### config.mk
export PLATFORM = sky130hd
export DESIGN_NAME = adc_conversion_sequencer
export DESIGN_NICKNAME = d
export VERILOG_FILES = /design/src/adc_seq_pkg.sv /design/src/adc_conversion_sequencer.sv
export VERILOG_INCLUDE_DIRS = /design/src
export SDC_FILE = /design/constraint.sdc
export NUM_CORES = 1
export LEC_CHECK = 0
export BUFFER_PORTS_ARGS = -buffer_cell sky130_fd_sc_hd__buf_2
export CAP_MARGIN = 40
export CORE_MARGIN = 3
export CORE_UTILIZATION = 47
export DETAILED_ROUTE_END_ITERATION = 16
export MAX_ROUTING_LAYER = met4
export PLACE_DENSITY = 0.67
export SETUP_SLACK_MARGIN = 0.3
export SYNTH_ARGS = -nofsm -noshare
export SYNTH_HDL_FRONTEND = slang
export SYNTH_SLANG_ARGS = --single-unit
export TNS_END_PERCENT = 5
### constraint.sdc
create_clock -name clk -period 2.3 [get_ports clk]
set_input_delay 0 -clock clk [delete_from_list [all_inputs] [get_ports clk]]
set_output_delay 0 -clock clk [all_outputs]
set_load 0.1 [all_outputs]
### src/adc_seq_cfg.svh
// timing counts, field positions and codes for the conversion sequencer
`ifndef ADC_SEQ_CFG_SVH
`define ADC_SEQ_CFG_SVH

`define CLK_PERIOD_NS       20
`define CONVERSION_TICK_CLOCK_DIV_DEFAULT    4
`define STROBE_MIN_NS       40
`define CONV_TICKS          18
`define ACQ_TICKS           3
`define START_SPACING_TICKS 21
`define SLOW_PERIOD_TICKS   42
`define DOZE_WAKE_TICKS     3
`define SLOW_GAP_TICKS      (`SLOW_PERIOD_TICKS - `CONV_TICKS - `ACQ_TICKS)
`define SLOW_GAP_DOZE_TICKS (`SLOW_GAP_TICKS - `DOZE_WAKE_TICKS)
`define DEEP_ENTRY_NS       2000
`define DEEP_ENTRY_CYC      (`DEEP_ENTRY_NS / `CLK_PERIOD_NS)
`define DOZE_ENTRY_NS       200
`define DOZE_ENTRY_CYC      (`DOZE_ENTRY_NS / `CLK_PERIOD_NS)
`define DEEP_WAKE_NS        1000
`define DEEP_WAKE_CYC       ((`DEEP_WAKE_NS + `CLK_PERIOD_NS - 1) / `CLK_PERIOD_NS)
`define CMD_MSB             15
`define CMD_LSB             12
`define CFG_MSB             11
`define CMD_WAKE            4'hB
`define CMD_DEFAULT         4'hF
`define STAT_EOC            2'h3
`define STAT_INT            2'h2
`define RESET_CHANNEL       3'h0

`endif

### src/adc_seq_pkg.sv
// types shared by the conversion sequencer
package adc_seq_pkg;
   typedef enum logic [2:0] {
      st_idle = 3'h0,
      st_acq  = 3'h1,
      st_conv = 3'h3,
      st_gap  = 3'h2,
      st_wake = 3'h6
   } seq_state_e;
   typedef logic [7:0] tmr_t;
endpackage

### src/adc_conversion_sequencer.sv
// conversion start, status pin and power-down control of a SAR converter
// Notes on behaviour
// - falling start strobe switches the input stage from sample to hold
// - every conversion lasts 18 conversion clock ticks
// - start strobe is accepted whatever the frame select level
// - auto trigger starts conversions with no strobe at all
// - auto trigger fast rate: 3 acquisition ticks after each end, 21 period
// - status function 11 shows conversion-done for the conversion time
// - manual trigger: done pin asserts right after strobe falls, drops at end
// - fast auto trigger: done pin idles 3 ticks before asserting again
// - status function 10: interrupt set at conversion end, cleared by read
// - status polarity bit picks the active level of the status pin
// - doze and deep power-down follow their enable bits
// - deep power-down settles within 2 us and needs 1 us to wake
// - wake, default command, soft reset or clearing bit ends power-down
// - doze wakes in 3 ticks and settles within 200 ns
// - auto doze puts the core to sleep after the next conversion end
// - auto doze wakes on start, channel, default, wake command, bit clear
// - slow auto rate spaces internal starts 42 ticks apart, fast 21
// - auto doze with auto trigger only works at the slow rate
// - command word: upper nibble command, lower 12 bits configuration
// - auto channel: start at last channel, step up, wrap to start channel
`timescale 1ns/1ps
`include "adc_seq_cfg.svh"

module adc_conversion_sequencer
   import adc_seq_pkg::*;
#(
   parameter int CONVERSION_TICK_CLOCK_DIV     = `CONVERSION_TICK_CLOCK_DIV_DEFAULT,
   parameter int NUM_CHANNELS = 8
) (
   input  wire logic        clk,
   input  wire logic        arst_n,
   input  wire logic        conversion_start_n,
   input  wire logic        frame_select_n,
   input  wire logic        trigger_mode_bit,
   input  wire logic        sample_rate_bit,
   input  wire logic [1:0]  status_pin_function,
   input  wire logic        status_polarity_bit,
   input  wire logic        auto_doze_enable_bit,
   input  wire logic        doze_enable_bit,
   input  wire logic        deep_powerdown_enable_bit,
   input  wire logic        software_reset_bit,
   input  wire logic        channel_select_mode_bit,
   input  wire logic [15:0] command_word,
   input  wire logic        command_valid,
   output logic             sample_hold,
   output logic             convert_start,
   output logic             convert_done,
   output logic             status_pin,
   output logic [2:0]       active_channel,
   output logic             analog_doze,
   output logic             analog_deep,
   output logic             powerdown_settled
);

   localparam int   DW_LO     = `DEEP_WAKE_CYC;
   localparam int   DZ_HI     = 4;
   localparam tmr_t DIV_LAST  = tmr_t'(CONVERSION_TICK_CLOCK_DIV - 1);
   localparam tmr_t CONV_LAST = tmr_t'(`CONV_TICKS - 1);
   localparam tmr_t ACQ_LAST  = tmr_t'(`ACQ_TICKS - 1);
   localparam tmr_t GAP_LAST  = tmr_t'(`SLOW_GAP_TICKS - 1);
   localparam tmr_t GAPD_LAST = tmr_t'(`SLOW_GAP_DOZE_TICKS - 1);
   localparam tmr_t DEEP_WAKE = tmr_t'(`DEEP_WAKE_CYC);
   localparam tmr_t DOZE_WAKE = tmr_t'(`DOZE_WAKE_TICKS * CONVERSION_TICK_CLOCK_DIV);
   localparam tmr_t DEEP_SET  = tmr_t'(`DEEP_ENTRY_CYC);
   localparam tmr_t DOZE_SET  = tmr_t'(`DOZE_ENTRY_CYC);
   localparam logic [2:0] LAST_CH = 3'(NUM_CHANNELS - 1);

   function automatic logic [3:0] cmd_nibble(input logic [15:0] word);
      cmd_nibble = word[`CMD_MSB:`CMD_LSB];
   endfunction
   function automatic logic drive_level(input logic active, input logic pol);
      drive_level = pol ? active : ~active;
   endfunction

   seq_state_e state;
   tmr_t       cnt, div_cnt, wake_timer, pd_timer;
   logic [1:0] start_sync, frame_sync;
   logic       start_q, frame_q, tick, deep_on, doze_on, auto_asleep;
   logic       deep_prev, doze_prev, mode_prev, irq_flag;
   logic [2:0] start_channel;
   logic [7:0] conv_ticks, acq_ticks;
   logic       start_fall, read_fall, auto_trig, ad_ok, cmd_chan_sel, wake_event;
   logic       core_ready, conv_end, conv_begin, manual_go, seq_wake_req;
   logic       leave_deep, leave_doze, auto_clear, next_converting, next_irq, any_down;

   // pins cross into clk through two flops; the second stage and a third flop holding its previous value are read
   always_ff @(posedge clk or negedge arst_n) begin
      if (!arst_n) begin
         start_sync <= 2'h3;
         frame_sync <= 2'h3;
         start_q    <= 1'b1;
         frame_q    <= 1'b1;
      end else begin
         start_sync <= {start_sync[0], conversion_start_n};
         frame_sync <= {frame_sync[0], frame_select_n};
         start_q    <= start_sync[1];
         frame_q    <= frame_sync[1];
      end
   end

   // frame select plays no part in starting a conversion
   assign start_fall = start_q & ~start_sync[1];
   assign read_fall  = frame_q & ~frame_sync[1];

   // conversion clock derived from the system clock
   always_ff @(posedge clk or negedge arst_n) begin
      if (!arst_n) begin
         div_cnt <= 8'h00;
         tick    <= 1'b0;
      end else begin
         tick    <= (div_cnt == DIV_LAST);
         div_cnt <= (div_cnt == DIV_LAST) ? 8'h00 : div_cnt + 8'h01;
      end
   end

   assign auto_trig    = ~trigger_mode_bit;
   assign ad_ok        = auto_doze_enable_bit & (trigger_mode_bit | sample_rate_bit);
   assign cmd_chan_sel = command_valid & ~command_word[`CMD_MSB];
   assign wake_event   = software_reset_bit | (command_valid &
                         ((cmd_nibble(command_word) == `CMD_WAKE) |
                          (cmd_nibble(command_word) == `CMD_DEFAULT)));
   assign core_ready   = ~deep_on & ~doze_on & (wake_timer == 8'h00);
   assign conv_end   = (state == st_conv) && tick && (cnt == CONV_LAST);
   assign manual_go  = (state == st_idle) && ~auto_trig && start_fall &&
                       core_ready && ~auto_asleep;
   assign conv_begin = manual_go || ((state == st_acq) && tick && (cnt == ACQ_LAST));
   assign seq_wake_req = ((state == st_idle) && core_ready && auto_asleep &&
                          (auto_trig || start_fall)) ||
                         ((state == st_gap) && tick && (cnt == GAPD_LAST) &&
                          auto_asleep && auto_trig);
   assign auto_clear = wake_event | cmd_chan_sel | ~ad_ok | seq_wake_req;
   assign leave_deep = deep_on & (wake_event | ~deep_powerdown_enable_bit);
   assign leave_doze = (doze_on & (wake_event | ~doze_enable_bit)) |
                       (auto_asleep & auto_clear & ~(conv_end & ad_ok));

   // power-down states: entered on an enable edge, left on any wake cause
   always_ff @(posedge clk or negedge arst_n) begin
      if (!arst_n) begin
         deep_on   <= 1'b0;
         doze_on   <= 1'b0;
         deep_prev <= 1'b0;
         doze_prev <= 1'b0;
      end else begin
         deep_prev <= deep_powerdown_enable_bit;
         doze_prev <= doze_enable_bit;
         if (leave_deep)
            deep_on <= 1'b0;
         else if (deep_powerdown_enable_bit && !deep_prev)
            deep_on <= 1'b1;
         if (doze_on && (wake_event || !doze_enable_bit))
            doze_on <= 1'b0;
         else if (doze_enable_bit && !doze_prev)
            doze_on <= 1'b1;
      end
   end

   // the end of conversion wins over a wake cause in the same cycle
   always_ff @(posedge clk or negedge arst_n) begin
      if (!arst_n)
         auto_asleep <= 1'b0;
      else if (conv_end && ad_ok)
         auto_asleep <= 1'b1;
      else if (auto_clear)
         auto_asleep <= 1'b0;
   end

   // wake-up interval before the core may sample again
   always_ff @(posedge clk or negedge arst_n) begin
      if (!arst_n)
         wake_timer <= 8'h00;
      else if (leave_deep)
         wake_timer <= DEEP_WAKE;
      else if (leave_doze)
         wake_timer <= DOZE_WAKE;
      else if (wake_timer != 8'h00)
         wake_timer <= wake_timer - 8'h01;
   end

   assign any_down = deep_on | doze_on | auto_asleep;
   // settling after entry, deep takes longer than doze
   always_ff @(posedge clk or negedge arst_n) begin
      if (!arst_n) begin
         pd_timer          <= 8'h00;
         powerdown_settled <= 1'b0;
         analog_doze       <= 1'b0;
         analog_deep       <= 1'b0;
      end else begin
         analog_deep <= deep_on;
         analog_doze <= (doze_on | auto_asleep) & ~deep_on;
         if (!any_down) begin
            pd_timer          <= 8'h00;
            powerdown_settled <= 1'b0;
         end else if (deep_on && !analog_deep) begin
            pd_timer          <= DEEP_SET;
            powerdown_settled <= 1'b0;
         end else if (!deep_on && !analog_doze) begin
            pd_timer          <= DOZE_SET;
            powerdown_settled <= 1'b0;
         end else if (pd_timer > 8'h01) begin
            pd_timer <= pd_timer - 8'h01;
         end else begin
            powerdown_settled <= 1'b1;
         end
      end
   end

   // sequencer; cnt counts conversion clock ticks within a state
   always_ff @(posedge clk or negedge arst_n) begin
      if (!arst_n) begin
         state <= st_idle;
         cnt   <= 8'h00;
      end else if (software_reset_bit) begin
         state <= st_idle;
         cnt   <= 8'h00;
      end else begin
         unique case (state)
            st_idle: begin
               cnt <= 8'h00;
               if (seq_wake_req)
                  state <= st_wake;
               else if (auto_trig && core_ready)
                  state <= st_acq;
               else if (manual_go)
                  state <= st_conv;
            end
            st_wake: begin
               cnt <= 8'h00;
               if (core_ready)
                  state <= st_acq;
            end
            st_acq: begin
               if (tick) begin
                  cnt <= (cnt == ACQ_LAST) ? 8'h00 : cnt + 8'h01;
                  if (cnt == ACQ_LAST)
                     state <= st_conv;
               end
            end
            st_conv: begin
               if (tick) begin
                  cnt <= (cnt == CONV_LAST) ? 8'h00 : cnt + 8'h01;
                  if (cnt == CONV_LAST) begin
                     if (!auto_trig)
                        state <= st_idle;
                     else if (sample_rate_bit)
                        state <= st_gap;
                     else
                        state <= st_acq;
                  end
               end
            end
            st_gap: begin
               // dozing core spends three of the gap ticks waking up
               if (!auto_trig) begin
                  state <= st_idle;
                  cnt   <= 8'h00;
               end else if (tick) begin
                  cnt <= cnt + 8'h01;
                  if (auto_asleep && cnt == GAPD_LAST) begin
                     state <= st_wake;
                     cnt   <= 8'h00;
                  end else if (!auto_asleep && cnt >= GAP_LAST) begin
                     state <= st_acq;
                     cnt   <= 8'h00;
                  end
               end
            end
         endcase
      end
   end

   assign next_converting = ~software_reset_bit & (conv_begin | (sample_hold & ~conv_end));
   // a read in the same cycle as a conversion end leaves the flag set
   assign next_irq = ~software_reset_bit & (conv_end | (irq_flag & ~read_fall));
   always_ff @(posedge clk or negedge arst_n) begin
      if (!arst_n) begin
         sample_hold   <= 1'b0;
         convert_start <= 1'b0;
         convert_done  <= 1'b0;
         irq_flag      <= 1'b0;
         status_pin    <= 1'b1;
      end else begin
         sample_hold   <= next_converting;
         convert_start <= conv_begin;
         convert_done  <= conv_end;
         irq_flag      <= next_irq;
         if (status_pin_function == `STAT_EOC)
            status_pin <= drive_level(next_converting, status_polarity_bit);
         else if (status_pin_function == `STAT_INT)
            status_pin <= drive_level(next_irq, status_polarity_bit);
         else
            status_pin <= drive_level(1'b0, status_polarity_bit);
      end
   end

   // channel sequencing; manual changes only while channel_select_mode_bit is clear
   always_ff @(posedge clk or negedge arst_n) begin
      if (!arst_n) begin
         active_channel <= `RESET_CHANNEL;
         start_channel  <= `RESET_CHANNEL;
         mode_prev      <= 1'b0;
      end else begin
         mode_prev <= channel_select_mode_bit;
         if (channel_select_mode_bit && !mode_prev)
            start_channel <= active_channel;
         if (channel_select_mode_bit && conv_end)
            active_channel <= (active_channel >= LAST_CH) ? start_channel
                              : active_channel + 3'h1;
         else if (!channel_select_mode_bit && cmd_chan_sel &&
                  command_word[14:12] <= LAST_CH)
            active_channel <= command_word[14:12];
      end
   end

   // helper tick counts for the checks below
   always_ff @(posedge clk or negedge arst_n) begin
      if (!arst_n) begin
         conv_ticks <= 8'h00;
         acq_ticks  <= 8'h00;
      end else begin
         if (conv_begin)
            conv_ticks <= 8'h00;
         else if (state == st_conv && tick)
            conv_ticks <= conv_ticks + 8'h01;
         if (state != st_acq)
            acq_ticks <= 8'h00;
         else if (tick)
            acq_ticks <= acq_ticks + 8'h01;
      end
   end
endmodule // adc_conversion_sequencer

[Word level (Yosys, flattened, before mapping)]
Index checks and enable logic that the tools add are counted.
Storage, ports and cells
  bits in registers: 62
  logic and storage cells: 207
Cells by class
  $add $sub $neg: 5
  magnitude comparators: 4
  eq/ne operators: 21
  mux-type cells: 52
  bitwise gates (word level): 47
  reduce and logical (&&, ||, !) cells: 52
Operators with widths (number)
  8-bit two-way mux: 17
  3-bit two-way mux: 16
  8-bit case mux with 4 select lines: 1
  1-bit logical AND: 28
  1-bit AND: 17
  8-bit by 1-bit adder with 8-bit output, second input constant: 2
  8-bit by 2-bit equality test with 1-bit output, second input constant: 2
  1-bit NOT: 16
  8-bit by 1-bit subtractor with 8-bit output, second input constant: 2
  1-bit two-way mux: 15
  3-bit case mux with 5 select lines: 1
  1-bit bitwise OR: 14
  3-bit != test, second input constant: 4
  1-bit zero test: 9
  4-bit equality test, second input constant: 2
  8-bit by 5-bit equality test with 1-bit output, second input constant: 1
  8-bit by 5-bit >= comparator with 1-bit output, second input constant: 1
  8-bit by 1-bit greater-than comparator with 1-bit output, second input constant: 1
  8-bit zero test: 1
  4-bit != test, second input constant: 2
  8-bit AND reduction: 1
  2-bit nonzero test: 4
  8-bit nonzero test: 1
  3-bit by 2-bit equality test with 1-bit output, second input constant: 2
  16 further kinds: 21

[Longest topological paths before layout]
  depth after elaboration: 13
  mapped depth: 9
  depth with buffers taken out: 8

[Worst setup path after synthesis]
OpenSTA, ideal clock, no wires.
  path type: register to register
  from: reg cnt[0]
  to: reg state[1]
  library setup time: 121 ps
  arrival: 2038 ps
  required time: 2179 ps
  setup slack: 141 ps
  cell stages (with the launch flop): 9
  buffers on the path: 0
  path through: dfrtp_1 inv_1 ha_1 or3b_4 a2111oi_4 o22ai_2 a311oi_2 o21ai_0 a22o_1
On the way
  word-level cells in the longest chain between the ends: 8
RTL lines
  from (decl): RTL line adc_conversion_sequencer.sv:78  | tmr_t cnt, div_cnt, wake_timer, pd_timer;
  from (signal assigned): RTL line adc_conversion_sequencer.sv:235  | cnt <= (cnt == ACQ_LAST) ? 8'h00 : cnt + 8'h01;
  from (signal assigned): RTL line adc_conversion_sequencer.sv:242  | cnt <= (cnt == CONV_LAST) ? 8'h00 : cnt + 8'h01;
  from (signal assigned): RTL line adc_conversion_sequencer.sv:259  | cnt <= cnt + 8'h01;
  parallel branches: the longest is 8 deep, another holds 8-bit by 5-bit >= comparator with 1-bit output
  to (signal assigned): RTL line adc_conversion_sequencer.sv:215  | state <= st_idle;
  to (signal assigned): RTL line adc_conversion_sequencer.sv:222  | state <= st_wake;
  to (signal assigned): RTL line adc_conversion_sequencer.sv:224  | state <= st_acq;
  to (decl): RTL line adc_conversion_sequencer.sv:77  | seq_state_e state;
Several ways; the timed one is not identified. The select of a mux whose other input is x is not followed.
A chain may end at the register's enable or synchronous reset.

[Worst setup path in the final report]
Ends and elaborated chain as after synthesis.

==> results.md <==
* CTS buffer count at 9
* Unique cell type count in the Yosys netlist at 55
* Setup repair after global routing missed its margin: true
* Max-cap check violation count at 0
* Final Wtd Congestion at 0.947
* Number of detailed-route iterations in the first pass at 4
* Register cell area after layout at between 1500 and 2000 sq um
* Top FF cell, synth: dfrtp_1
* Synth Register Bits at 62
* Area of combinational cells with multiple inputs at roughly 1500 sq um
* Ports placed on the boundary at 41
* Maximum clock path buffer count at 2
* Critical path fanouts, max at 4
* Setup crit start kind: register
* Share of async-settable or async-resettable flops after synthesis at 100%
* Post-synth EDFFs at 0
* Synthesis-to-finish area growth at 20.5%
* Setup-violating endpoint count in the final report at 0
* Power per unit of standard cell area at 887 nW/um^2
* Wire per inst at 14.2 um
* Cells after Synth at 310
* Starting utilization of the core area at 49.2%
* Area leader, netlist: dfrtp_1
* HP Class: in2reg
* Worst-skew pair later-pin latency at 0.34 ns
* Count of unresolved DRC violations after routing at 0
* Fin Clk Skew at approximately 0.0085 ns
* Register area share after synthesis at 49.4%
* R2r setup slk at ~0.13 ns
* Area of the mapped netlist at 3160 sq um
* Post-route minimum period at approximately 2.2 ns
* Clock tree from TritonCTS: done
* Critical Path Sink Type: register
* Post-detailed-placement half-perimeter wirelength at 4500 um
* Die span in x at 88.0 um
* Number of H-tree levels at 3
* Top cell type's share of synthesized area at 43.6%
* Hold violation count in the final report at 0
* Via count at between 2,000 and 3,000
* Global-route wire length before repair at 11,100 um
* Slew Limit Headroom at 54.6%
* GRT Resource Usage Total at 19.0%
* Number of diodes at 0
* Detail Route Antenna Nets at 0
* Net count of the finished layout at 408
* Tightest Pin Transition at 0.681 ns
* Drt initial violations at 115
* Pin count of the biggest net entering global routing at 34
* Master cell of the clock root buffer: clkbuf_8
* Floorplan row count at 29
* Arrival time worst endpoint at 2.39 ns
* Number of global-route vias before repair at ~2,500
* Die Ht at 88.0 um
* Clock Sink Count at 62
* Data required time of the critical path at 2.52 ns
* Fill count at 570
* Synth top area cells: dfrtp_1 44%, dfstp_2 5.8%, ha_1 4.4%, xnor2_1 3.6%, nor2_1 3.0%
* Final slew viol count at 0
* Wire length reported by the detailed router at 6350 um
* Post-synthesis area per instance at 10.2 sq um
* Overflow left after global routing at 0
* VDD IR-drop max at 408 uV
* Final core utilization at 59.3%
* Static leakage power at 0.00171 uW
* Number of input and output port buffers inserted at 28
* Proportion of layout cells with a drive suffix above 1 at 21.3%
* Initial antenna violation count at 0
* Peak Freq at 461 MHz
* Net count after synthesis at 352
* Core Area at 6420 sq um
* Die Area at about 7700 sq um
* Clock transition at the registers of the reported paths at 0.07 ns
* Final Total Pwr at 3380 uW
* Via/cell ratio at 5.61
* Final worst-path cycle share at 94.4%
* Final setup TNS at 0 ns
* Status: completed
* Setup CP Type: reg2reg
* Yosys warnings at 0
==> power by group <==
group,switching [uW],internal [uW]
clock,408,637
sequential,136,1230
combinational,555,410
total,1100,2280
==> final timing paths <==
path	cells after the start	to	from
hold / removal	4	auto_asleep$_DFFE_PN0P_	auto_doze_enable_bit
setup reg to reg	8	state[1]$_DFFE_PN0P_	cnt[0]$_DFFE_PN0P_
hold reg to reg	0	frame_sync[1]$_DFF_PN1_	frame_sync[0]$_DFF_PN1_
setup / recovery	8	state[1]$_DFFE_PN0P_	cnt[0]$_DFFE_PN0P_
min in group asynchronous	2	pd_timer[7]$_DFFE_PN0P_	arst_n
max in group asynchronous	3	start_q$_DFF_PN1_	arst_n
==> repair_timing <==
item / CTS / global route
buffers inserted: 1 / 0
pin swaps: 2 / 0
hold buffers: 11 / 0
endpoints found under the setup margin: 16 / 21
gates resized for setup: 1 / 2
endpoints found under the hold margin: 40 / 0
==> cell usage in the layout, fill, tap and decap left out, types with 2 or more instances in the layout <==
master / n
buf_4: 12
and3_1: 5
o21a_1: 5
clkbuf_8: 10
nand3_1: 13
clkinv_2: 2
dlygate4sd3_1: 11
dfstp_2: 7
mux2i_1: 3
inv_1: 9
nor3_1: 11
nor2b_1: 12
o21ai_0: 15
clkbuf_1: 2
dfrtp_1: 55
buf_2: 28
ha_1: 11
mux2_2: 4
nand4_1: 4
and2_1: 3
nor2_1: 25
o211ai_1: 3
a41oi_1: 2
a21oi_1: 16
nand2b_1: 8
xor2_1: 8
a21o_1: 2
or2_2: 2
o21ai_1: 2
nor4b_1: 3
bufinv_16: 2
o22ai_1: 4
or3_1: 4
xnor2_1: 13
o31ai_1: 2
nor3b_1: 2
nand2_1: 21
nor4_1: 5
==> cell families (layout without fill, tap and decap cells) <==
| logic type | Yosys count | after routing | synth area share, % |
|---|---|---|---|
| AOI/OAI and AO/OA | 68 | 68 | 15.1 |
| xor gates and xnor gates | 21 | 21 | 5.82 |
| adders and majority gates | 11 | 11 | 4.36 |
| buffers and inverters | 17 | 78 | 2.34 |
| DFF | 62 | 62 | 49.4 |
| muxes | 7 | 7 | 2.38 |
| and+or+nand+nor | 124 | 124 | 20.6 |
==> Yosys cell counts (all sizes together) (2+ instances only) <==
cell type  instances
buf                3
a2111oi            2
inv               10
o211ai             3
dfrtp             55
a21oi             16
nand3             13
dfstp              7
and3               5
a41oi              2
nor2b             12
nand2             21
nor3b              2
nand2b             8
ha                11
a21o               2
a311oi             2
o22ai              5
nor4b              3
or2                2
nand4              4
mux2i              3
xnor2             13
o21a               5
or3                4
clkbuf             4
nor3              12
and2               3
xor2               8
o21ai             18
nor4               6
nor2              25
o31ai              2
mux2               4
==> stage by stage <==
stage / setup WS, ns / area [sq um] / cells / hold WS (ns)
floorplan: 0.166 / 3160 / 310 / -0.296
global placement: 0.104 / 3460 / 420 / 0.0793
detailed placement: 0.0533 / 3460 / 420 / 0.0845
CTS: 0.163 / 3800 / 448 / 0.0289
global route: 0.0149 / 3810 / 448 / 0.0572
finish: 0.129 / 3810 / 448 / 0.0325
==> layout make-up <==
| class | instances | area share [%] |
|---|---|---|
| Inverter | 10 | 0.986 |
| Multi-Input combinational cell | 231 | 40.4 |
| Sequential cell | 62 | 41.0 |
| Clock inverter | 4 | 1.84 |
| Tap cell | 77 | 2.53 |
| Timing Repair Buffer | 52 | 9.47 |
| Clock buffer | 12 | 3.81 |
==> registers in the layout (all words and copies together) (netlist names), 2 cells and up <==
register / cells
start_sync: 2
frame_sync: 2
pd_timer: 8
cnt: 8
start_channel: 3
state: 3
wake_timer: 8
active_channel: 3
div_cnt: 8
==> per-layer routing <==
metal  vias to the layer above  part of all wire [%]  GRT usage [%]
li1                       1231                     -              -
met1                      1186                    49           24.9
met2                        77                    43           28.0
met3                        18                   5.5           3.95
met4                         0                   2.1           9.34
met5                         -                     0              -
==> critical path, cell delays in order (launching register included) <==
cell	delay, ns
dfrtp_1	0.39
inv_2	0.08
ha_1	0.14
or3b_4	0.39
a2111oi_4	0.33
o22ai_2	0.15
a311oi_2	0.30
o21ai_1	0.09
a22o_1	0.18
(Power assumes the default switching activity.)
